--- src/hw/dma_channel_defs.vh ---
// constants for the dma channel: register offsets, control fields, codes
`ifndef DMA_CHANNEL_DEFS_VH
`define DMA_CHANNEL_DEFS_VH

// ----------------------------------------
// register offsets (printed byte addresses)
// ----------------------------------------
`define OFS_IRQ_MATCH_COUNT   32'h5000_3568
`define OFS_TRANSFER_LENGTH   32'h5000_356a
`define OFS_CHANNEL_CONTROL   32'h5000_356c
`define OFS_ITEM_INDEX        32'h5000_356e
`define OFS_SOURCE_START_LOW  32'h5000_3570
`define OFS_SOURCE_START_HIGH 32'h5000_3572
`define OFS_DEST_START_LOW    32'h5000_3574
`define OFS_DEST_START_HIGH   32'h5000_3576

// ----------------------------------------
// channel_control fields
// ----------------------------------------
`define CTRL_RUN_BIT      0
`define CTRL_WIDTH_LSB    1
`define CTRL_WIDTH_MSB    2
`define CTRL_IRQ_EN_BIT   3
`define CTRL_TRIG_BIT     4
`define CTRL_DST_INC_BIT  5
`define CTRL_SRC_INC_BIT  6
`define CTRL_CIRC_BIT     7
`define CTRL_PRIO_LSB     8
`define CTRL_PRIO_MSB     10
`define CTRL_YIELD_BIT    11
`define CTRL_FILL_BIT     12
`define CTRL_WRITE_MASK   16'h1fff

// ----------------------------------------
// transfer width codes and reset values
// ----------------------------------------
`define WIDTH_BYTE        2'h0
`define WIDTH_HALF        2'h1
`define WIDTH_WORD        2'h2
`define REG_RESET         16'h0000

`endif

--- src/hw/dma_channel_control.v ---
// one dma channel: registers, transfer sequencer and bus arbitration
//
// Implementation choice: the plain strobed port.
`timescale 1ns/1ps
`default_nettype none
`include "dma_channel_defs.vh"

// What this block does
// - irq when match count equals index, before advance
// - irq only while irq enable bit set
// - length field is item count minus one
// - fill mode: one fetch, same value everywhere
// - fill transfer never yields to other channels, unless triggered
// - yield clear, untriggered: back-to-back, lower masters locked out
// - yield set: one wait after store, unless triggered or fill
// - arbitration grants highest priority field
// - equal priority: lower channel number wins
// - normal mode stops and clears run bit
// - circular with trigger: keep running, index to zero, restart
// - source address steps by width when enabled, except in fill mode
// - destination address steps by width when enabled
// - untriggered starts at once, triggered waits request
// - width field: byte, half, word, 11 reserved
// - run bit enables; hardware clears on completion
// - index counts items, returns to zero at end
// - addresses from start, index, increment, width
// - source start from two 16-bit halves
// - destination start from two 16-bit halves
module dma_channel_control #(
    parameter NUM_CH = 8,
    parameter CH_ID  = 0
) (
    input  wire                 clk_i,
    input  wire                 rst_n_i,
    // register port
    input  wire [31:0]          reg_addr_i,
    input  wire [15:0]          reg_wdata_i,
    input  wire                 reg_we_i,
    input  wire                 reg_re_i,
    output reg  [15:0]          reg_rdata_o,
    // other channels competing for the bus
    input  wire [NUM_CH-1:0]    other_req_i,
    input  wire [3*NUM_CH-1:0]  other_prio_i,
    // selected peripheral request
    input  wire                 periph_req_i,
    // system bus master
    output reg                  bus_req_o,
    output reg                  bus_lock_o,
    output reg  [31:0]          mem_addr_o,
    output reg  [1:0]           mem_size_o,
    output reg                  mem_rd_o,
    output reg                  mem_wr_o,
    output reg  [31:0]          mem_wdata_o,
    input  wire [31:0]          mem_rdata_i,
    // status
    output reg                  busy_o,
    output reg                  irq_o
);

    // ----------------------------------------
    // sequencer states
    // ----------------------------------------
    localparam [2:0] S_IDLE  = 3'h0;
    localparam [2:0] S_REQ   = 3'h1;
    localparam [2:0] S_READ  = 3'h2;
    localparam [2:0] S_WRITE = 3'h3;
    localparam [2:0] S_DONE  = 3'h4;
    localparam [2:0] S_GAP   = 3'h5;

    // ----------------------------------------
    // helpers
    // ----------------------------------------
    // address of item idx; a cleared increment keeps the start address
    function [31:0] item_addr;
        input [31:0] start;
        input        inc;
        input [1:0]  width;
        input [15:0] idx;
        reg   [31:0] ofs;
        begin
            case (width)
                `WIDTH_HALF: ofs = {15'h0, idx, 1'b0};
                `WIDTH_WORD: ofs = {14'h0, idx, 2'b00};
                default:     ofs = {16'h0, idx};
            endcase
            item_addr = inc ? start + ofs : start;
        end
    endfunction

    // ----------------------------------------
    // registers
    // ----------------------------------------
    reg [15:0] match_count_q;
    reg [15:0] length_q;
    reg [15:0] ctrl_q;
    reg [15:0] index_q;
    reg [15:0] src_low_q;
    reg [15:0] src_high_q;
    reg [15:0] dst_low_q;
    reg [15:0] dst_high_q;
    reg [2:0]  state_q;
    reg [31:0] data_q;
    reg        hold_q;

    // control field views
    wire       run        = ctrl_q[`CTRL_RUN_BIT];
    wire [1:0] width      = ctrl_q[`CTRL_WIDTH_MSB:`CTRL_WIDTH_LSB];
    wire       irq_en     = ctrl_q[`CTRL_IRQ_EN_BIT];
    wire       triggered  = ctrl_q[`CTRL_TRIG_BIT];
    wire       dst_inc    = ctrl_q[`CTRL_DST_INC_BIT];
    wire       src_inc    = ctrl_q[`CTRL_SRC_INC_BIT];
    wire       circular   = ctrl_q[`CTRL_CIRC_BIT];
    wire [2:0] prio       = ctrl_q[`CTRL_PRIO_MSB:`CTRL_PRIO_LSB];
    wire       yield      = ctrl_q[`CTRL_YIELD_BIT];
    wire       fill       = ctrl_q[`CTRL_FILL_BIT];

    // 32-bit start addresses from their halves
    wire [31:0] src_start = {src_high_q, src_low_q};
    wire [31:0] dst_start = {dst_high_q, dst_low_q};

    // fill mode fetches the source only for the first item
    wire [31:0] src_addr  = item_addr(src_start, src_inc & ~fill, width, index_q);
    wire [31:0] dst_addr  = item_addr(dst_start, dst_inc, width, index_q);

    // ----------------------------------------
    // register decode
    // ----------------------------------------
    wire wr_match = reg_we_i && reg_addr_i == `OFS_IRQ_MATCH_COUNT;
    wire wr_len   = reg_we_i && reg_addr_i == `OFS_TRANSFER_LENGTH;
    wire wr_ctrl  = reg_we_i && reg_addr_i == `OFS_CHANNEL_CONTROL;
    wire wr_srcl  = reg_we_i && reg_addr_i == `OFS_SOURCE_START_LOW;
    wire wr_srch  = reg_we_i && reg_addr_i == `OFS_SOURCE_START_HIGH;
    wire wr_dstl  = reg_we_i && reg_addr_i == `OFS_DEST_START_LOW;
    wire wr_dsth  = reg_we_i && reg_addr_i == `OFS_DEST_START_HIGH;

    // software clearing run stops the channel wherever it is
    wire sw_stop  = wr_ctrl && !reg_wdata_i[`CTRL_RUN_BIT];

    // ----------------------------------------
    // arbitration against the other channels
    // ----------------------------------------
    wire [NUM_CH-1:0]   arb_req;
    wire [3*NUM_CH-1:0] arb_prio;
    wire [NUM_CH-1:0]   arb_gnt;
    genvar g;
    generate
        for (g = 0; g < NUM_CH; g = g + 1) begin : g_slot
            assign arb_req[g]          = (g == CH_ID) ? (state_q == S_REQ) : other_req_i[g];
            assign arb_prio[3*g +: 3]  = (g == CH_ID) ? prio : other_prio_i[3*g +: 3];
        end
    endgenerate

    channel_priority_arbiter #(
        .NUM_CH (NUM_CH)
    ) u_arb (
        .req_i  (arb_req),
        .prio_i (arb_prio),
        .gnt_o  (arb_gnt)
    );

    // a held bus needs no new grant; this is what keeps fill and blocking
    // transfers from being split by other channels
    wire won = hold_q || arb_gnt[CH_ID];

    // a channel holds the bus for the whole transfer in fill mode or when
    // it does not yield; triggered channels release between requests
    wire keep_bus = fill || (!yield && !triggered);

    // item bookkeeping at the end of a store
    wire last_item = index_q == length_q;

    // ----------------------------------------
    // register file writes and index
    // ----------------------------------------
    always @(posedge clk_i or negedge rst_n_i) begin
        if (!rst_n_i) begin
            match_count_q <= `REG_RESET;
            length_q      <= `REG_RESET;
            ctrl_q        <= `REG_RESET;
            src_low_q     <= `REG_RESET;
            src_high_q    <= `REG_RESET;
            dst_low_q     <= `REG_RESET;
            dst_high_q    <= `REG_RESET;
            index_q       <= `REG_RESET;
        end else begin
            if (wr_match) match_count_q <= reg_wdata_i;
            if (wr_len)   length_q      <= reg_wdata_i;
            if (wr_srcl)  src_low_q     <= reg_wdata_i;
            if (wr_srch)  src_high_q    <= reg_wdata_i;
            if (wr_dstl)  dst_low_q     <= reg_wdata_i;
            if (wr_dsth)  dst_high_q    <= reg_wdata_i;
            // a software write to control wins over the hardware clear
            if (wr_ctrl) begin
                ctrl_q <= reg_wdata_i & `CTRL_WRITE_MASK;
            end else if (state_q == S_DONE && last_item && !(circular && triggered)) begin
                ctrl_q[`CTRL_RUN_BIT] <= 1'b0;
            end
            // index counts stored items and wraps to zero at the end
            if (sw_stop) begin
                index_q <= `REG_RESET;
            end else if (state_q == S_DONE) begin
                index_q <= last_item ? `REG_RESET : index_q + 16'h0001;
            end
        end
    end

    // ----------------------------------------
    // transfer sequencer
    // ----------------------------------------
    always @(posedge clk_i or negedge rst_n_i) begin
        if (!rst_n_i) begin
            state_q     <= S_IDLE;
            hold_q      <= 1'b0;
            data_q      <= 32'h0000_0000;
            bus_req_o   <= 1'b0;
            bus_lock_o  <= 1'b0;
            mem_addr_o  <= 32'h0000_0000;
            mem_size_o  <= `WIDTH_BYTE;
            mem_rd_o    <= 1'b0;
            mem_wr_o    <= 1'b0;
            mem_wdata_o <= 32'h0000_0000;
            busy_o      <= 1'b0;
            irq_o       <= 1'b0;
        end else begin
            mem_rd_o <= 1'b0;
            mem_wr_o <= 1'b0;
            irq_o    <= 1'b0;
            if (sw_stop) begin
                // channel off: drop everything, clocks would be gated here
                state_q    <= S_IDLE;
                hold_q     <= 1'b0;
                bus_req_o  <= 1'b0;
                bus_lock_o <= 1'b0;
                busy_o     <= 1'b0;
            end else begin
                case (state_q)
                    S_IDLE: begin
                        if (run && (!triggered || periph_req_i)) begin
                            state_q   <= S_REQ;
                            bus_req_o <= 1'b1;
                            busy_o    <= 1'b1;
                        end else begin
                            busy_o    <= 1'b0;
                        end
                    end
                    S_REQ: begin
                        if (won) begin
                            hold_q     <= keep_bus;
                            bus_lock_o <= keep_bus;
                            mem_size_o <= width;
                            if (fill && index_q != 16'h0000) begin
                                // value already fetched: store it straight away
                                state_q     <= S_WRITE;
                                mem_addr_o  <= dst_addr;
                                mem_wdata_o <= data_q;
                                mem_wr_o    <= 1'b1;
                            end else begin
                                state_q    <= S_READ;
                                mem_addr_o <= src_addr;
                                mem_rd_o   <= 1'b1;
                            end
                        end
                    end
                    S_READ: begin
                        // read data stand beside the strobe and are taken at the edge that ends it
                        state_q     <= S_WRITE;
                        data_q      <= mem_rdata_i;
                        mem_addr_o  <= dst_addr;
                        mem_wdata_o <= mem_rdata_i;
                        mem_wr_o    <= 1'b1;
                    end
                    S_WRITE: begin
                        state_q <= S_DONE;
                    end
                    S_DONE: begin
                        // compare before the index moves on
                        irq_o <= irq_en && match_count_q == index_q;
                        if (last_item) begin
                            hold_q     <= 1'b0;
                            bus_lock_o <= 1'b0;
                            bus_req_o  <= 1'b0;
                            // circular triggered channels keep run and wait for the next request in idle
                            state_q    <= S_IDLE;
                        end else if (triggered) begin
                            hold_q     <= 1'b0;
                            bus_lock_o <= 1'b0;
                            bus_req_o  <= 1'b0;
                            state_q    <= S_IDLE;
                        end else if (yield && !fill) begin
                            // leave one free bus cycle for the processor or cache
                            bus_req_o <= 1'b0;
                            state_q   <= S_GAP;
                        end else begin
                            state_q <= S_REQ;
                        end
                    end
                    S_GAP: begin
                        bus_req_o <= 1'b1;
                        state_q   <= S_REQ;
                    end
                    default: begin
                        state_q <= S_IDLE;
                    end
                endcase
            end
        end
    end

    // ----------------------------------------
    // register read port, data one cycle after the strobe
    // ----------------------------------------
    always @(posedge clk_i or negedge rst_n_i) begin
        if (!rst_n_i) begin
            reg_rdata_o <= 16'h0000;
        end else if (reg_re_i) begin
            case (reg_addr_i)
                `OFS_IRQ_MATCH_COUNT:   reg_rdata_o <= match_count_q;
                `OFS_TRANSFER_LENGTH:   reg_rdata_o <= length_q;
                `OFS_CHANNEL_CONTROL:   reg_rdata_o <= ctrl_q;
                `OFS_ITEM_INDEX:        reg_rdata_o <= index_q;
                `OFS_SOURCE_START_LOW:  reg_rdata_o <= src_low_q;
                `OFS_SOURCE_START_HIGH: reg_rdata_o <= src_high_q;
                `OFS_DEST_START_LOW:    reg_rdata_o <= dst_low_q;
                `OFS_DEST_START_HIGH:   reg_rdata_o <= dst_high_q;
                default:                reg_rdata_o <= 16'h0000;
            endcase
        end else begin
            reg_rdata_o <= 16'h0000;
        end
    end

endmodule

`default_nettype wire

--- src/hw/channel_priority_arbiter.v ---
// fixed priority arbiter over all dma channels
`timescale 1ns/1ps
`default_nettype none

module channel_priority_arbiter #(
    parameter NUM_CH = 8
) (
    input  wire [NUM_CH-1:0]   req_i,
    input  wire [3*NUM_CH-1:0] prio_i,
    output reg  [NUM_CH-1:0]   gnt_o
);

    // ----------------------------------------
    // pick the highest level; scanning downward with >= lets the lowest
    // channel number win a tie
    // ----------------------------------------
    integer  i;
    integer  win;
    reg [2:0] best;
    always @* begin
        gnt_o = {NUM_CH{1'b0}};
        best  = 3'h0;
        win   = -1;
        for (i = NUM_CH - 1; i >= 0; i = i - 1) begin
            if (req_i[i] && (win < 0 || prio_i[3*i +: 3] >= best)) begin
                best = prio_i[3*i +: 3];
                win  = i;
            end
        end
        if (win >= 0) begin
            gnt_o[win] = 1'b1;
        end
    end

endmodule

`default_nettype wire

--- config.mk ---
export PLATFORM = sky130hd
export DESIGN_NAME = dma_channel_control
export DESIGN_NICKNAME = d
export VERILOG_FILES = /design/src/hw/dma_channel_control.v /design/src/hw/channel_priority_arbiter.v
export VERILOG_INCLUDE_DIRS = /design/src /design/src/hw
export SDC_FILE = /design/constraint.sdc
export NUM_CORES = 1
export LEC_CHECK = 0
export CORE_MARGIN = 10
export CORE_UTILIZATION = 50
export DETAILED_ROUTE_END_ITERATION = 12
export DONT_BUFFER_PORTS = 1
export HOLD_SLACK_MARGIN = 0.08
export PLACE_DENSITY = 0.68
export SYNTH_ARGS = -nofsm -noshare
export SYNTH_HDL_FRONTEND = slang
export SYNTH_HIERARCHICAL = 1
export SYNTH_SLANG_ARGS = --single-unit
--- constraint.sdc ---
create_clock -name clk_i -period 3.5 [get_ports clk_i]
set_clock_uncertainty 0.2 [all_clocks]
set_input_delay 0.175 -clock clk_i [delete_from_list [all_inputs] [get_ports clk_i]]
set_output_delay 0.175 -clock clk_i [all_outputs]
set_load 0.005 [all_outputs]
==> flow_summary.toml <==
[clocking]
clk_latency_ns = 0.56
cts_root_buf = "clkbuf_16"
cts.sink_count = 248
cts_htree_levels = 1
holdBufCountCts = 57
cts_tree = "yes"
cts.clk_slew.worst_paths_ns = 0.06
numCtsBuffers = 27
cts_buffer_depth = 3

[pwr]
vdd_drop_max_mv = 0.341
p_per_area_mw_per_mm2 = 335
p_leak_nw = 8.79

[place]
place_inst = 2085
detailedPlace.worstSlack_ns = -5.89
port-buffer-count = 0
gp_congestion = 0.959
place_hpwl_um = 36900
placed_cell_area_mm2 = 0.0169

[finish]
post-route-util_pct = 65.7
diodes = 0
finalNonFillerCells = 2228
area_growth_pct = 29.4
drive_gt1_share_pct = 30.5
final_area_mm2 = 0.0195
final_common_cell = "dfrtp_1"
fin_nets = 1999
most-common-layout-cells = "dfrtp_1 (248), buf_4 (227), nand2_1 (190)"

[timing]
fmax_mhz = 112
fin_crit_sh_pct = 255
slew_violations = 0
min_period_ns = 8.92
finalSetupTns_ns = -375.50
setup_viol = 72
fin_ws_ns = -5.42
tightestPinTransition_ns = 0.985
maxSlewHeadroom_pct = 34.2
finalHoldViolations = 248
rsz0062_at_grt = "true"
hold_ws_ns = -0.875

[floorplan]
die_h_um = 193
fp-row-count = 63
coreArea_mm2 = 0.0296
io-pin-count = 205
die_area_mm2 = 0.0374
die_x_um = 193
start_util_pct = 50.8

[worst_setup_path]
crit_start = "other_prio_i[21]"
path_class = "input port to flop"
r2r_slack_ns = -0.73
cp-end-kind = "flop"
required_ns = 3.73
path_common_cell = "ha_1"
cp_slowest_cell = "a2111o_1"
path_buf_inv = 6
r2r-start = "ctrl_q[1]"
start_kind = "input port"
path_max_fanout = 6
cpPeakStageDelay_ns = 0.40
path_delay_family = "compound AO/OA/AOI/OAI gates"
crit_arrival_ns = 9.15

[yosys]
netlist_instances = 1577
synth.net_count = 1759
synth_area_mm2 = 0.0150
yosys_warnings = 6
syn_avg_cell_area_um2 = 9.54

[detailed_routing]
ant_nets = 0
dr.pass1.iters = 8
wl_um = 53600
avgRoutedWirePerCell_um = 24.0
vias = 14007
first_iter_violations = 1363
drc = 0
via_per_inst = 6.29

[min_path]
min_path_type = "input port to asynchronous set/reset pin"

[outcome]
status = "finished, violations left"
violations = "negative hold slack, negative setup slack"

[grt]
grt_overflow_total = 0
grt_max_degree = 249
grt_pass1_vias = 13588
grt_pass1_wl_um = 79400
antenna_found_initial = 0
grt_use_total_pct = 26.0

[run]
maxCapViolCount = 0
==> per-layer routing <==
metal  global-route usage, %  vias to the layer above  part of all wire, %
met5                       0                        -                    0
met4                    9.56                        0                  4.0
met3                    6.19                      143                  9.0
met2                    42.8                      664                   48
met1                    32.6                     6905                   39
li1                        -                     6295                    -
==> report_power, final <==
group / internal (mW) / switching [mW] / leakage, nW
clock network: 1.78 / 1.21 / 0.470
registers: 2.89 / 0.0115 / 3.26
logic: 0.337 / 0.289 / 5.06
==> per-stage QoR <==
step	power (mW)	hold slack, ns
global route	6.69	-0.893
detailed placement	3.35	-0.312
finish	6.52	-0.875
CTS	6.47	-0.880
floorplan	3.23	-0.321
global placement	3.33	-0.311
==> what timing repair did <==
| action | 4_1_cts | 5_1_grt |
|---|---|---|
| hold endpoints to repair | 444 | 248 |
| setup endpoints to repair | 72 | 72 |
| gates resized for setup | 80 | 70 |
| cloned | 5 | 2 |
| pin swaps | 10 | 8 |
| buffers inserted | 20 | 12 |
==> registers in the layout, summed over array words and instances, names as in the netlist <==
signal	count
data_q	32
mem_addr_o	32
mem_wdata_o	32
dst_high_q	16
dst_low_q	16
index_q	16
length_q	16
match_count_q	16
reg_rdata_o	16
src_high_q	16
src_low_q	16
ctrl_q	13
state_q	3
mem_size_o	2
bus_req_o	1
busy_o	1
hold_q	1
irq_o	1
mem_rd_o	1
mem_wr_o	1
==> path summary, 6_finish.rpt <==
path                       cells past startpoint              end
setup / recovery                              53  mem_wdata_o[15]
hold / removal                                 0    mem_addr_o[0]
setup reg to reg                              15   mem_addr_o[21]
hold reg to reg                                2    mem_addr_o[7]
max in group asynchronous                      0    dst_low_q[10]
min in group clk_i                             5       state_q[0]
==> worst reg2reg max path, cell delays in order (launching register included) <==
cell	delay, ns
dfrtp_1	0.38
inv_1	0.06
ha_1	0.38
buf_4	0.19
buf_4	0.17
nand2_1	0.07
o21ai_0	0.26
ha_1	0.31
a2111oi_0	0.51
o21ai_0	0.25
o21a_1	0.15
o21ai_0	0.13
o41a_1	0.41
and3b_1	0.24
xnor2_1	0.21
o221ai_1	0.16
==> layout make-up <==
type	count	area (um2)
clock buffers	32	724
clock inverters	18	211
fillers	2299	10200
inverters	36	150
multi-input cells	1198	9000
flip-flops and latches	248	6210
well taps	390	488
repair buffers	306	2690
Power figures use the tool's default switching activity.
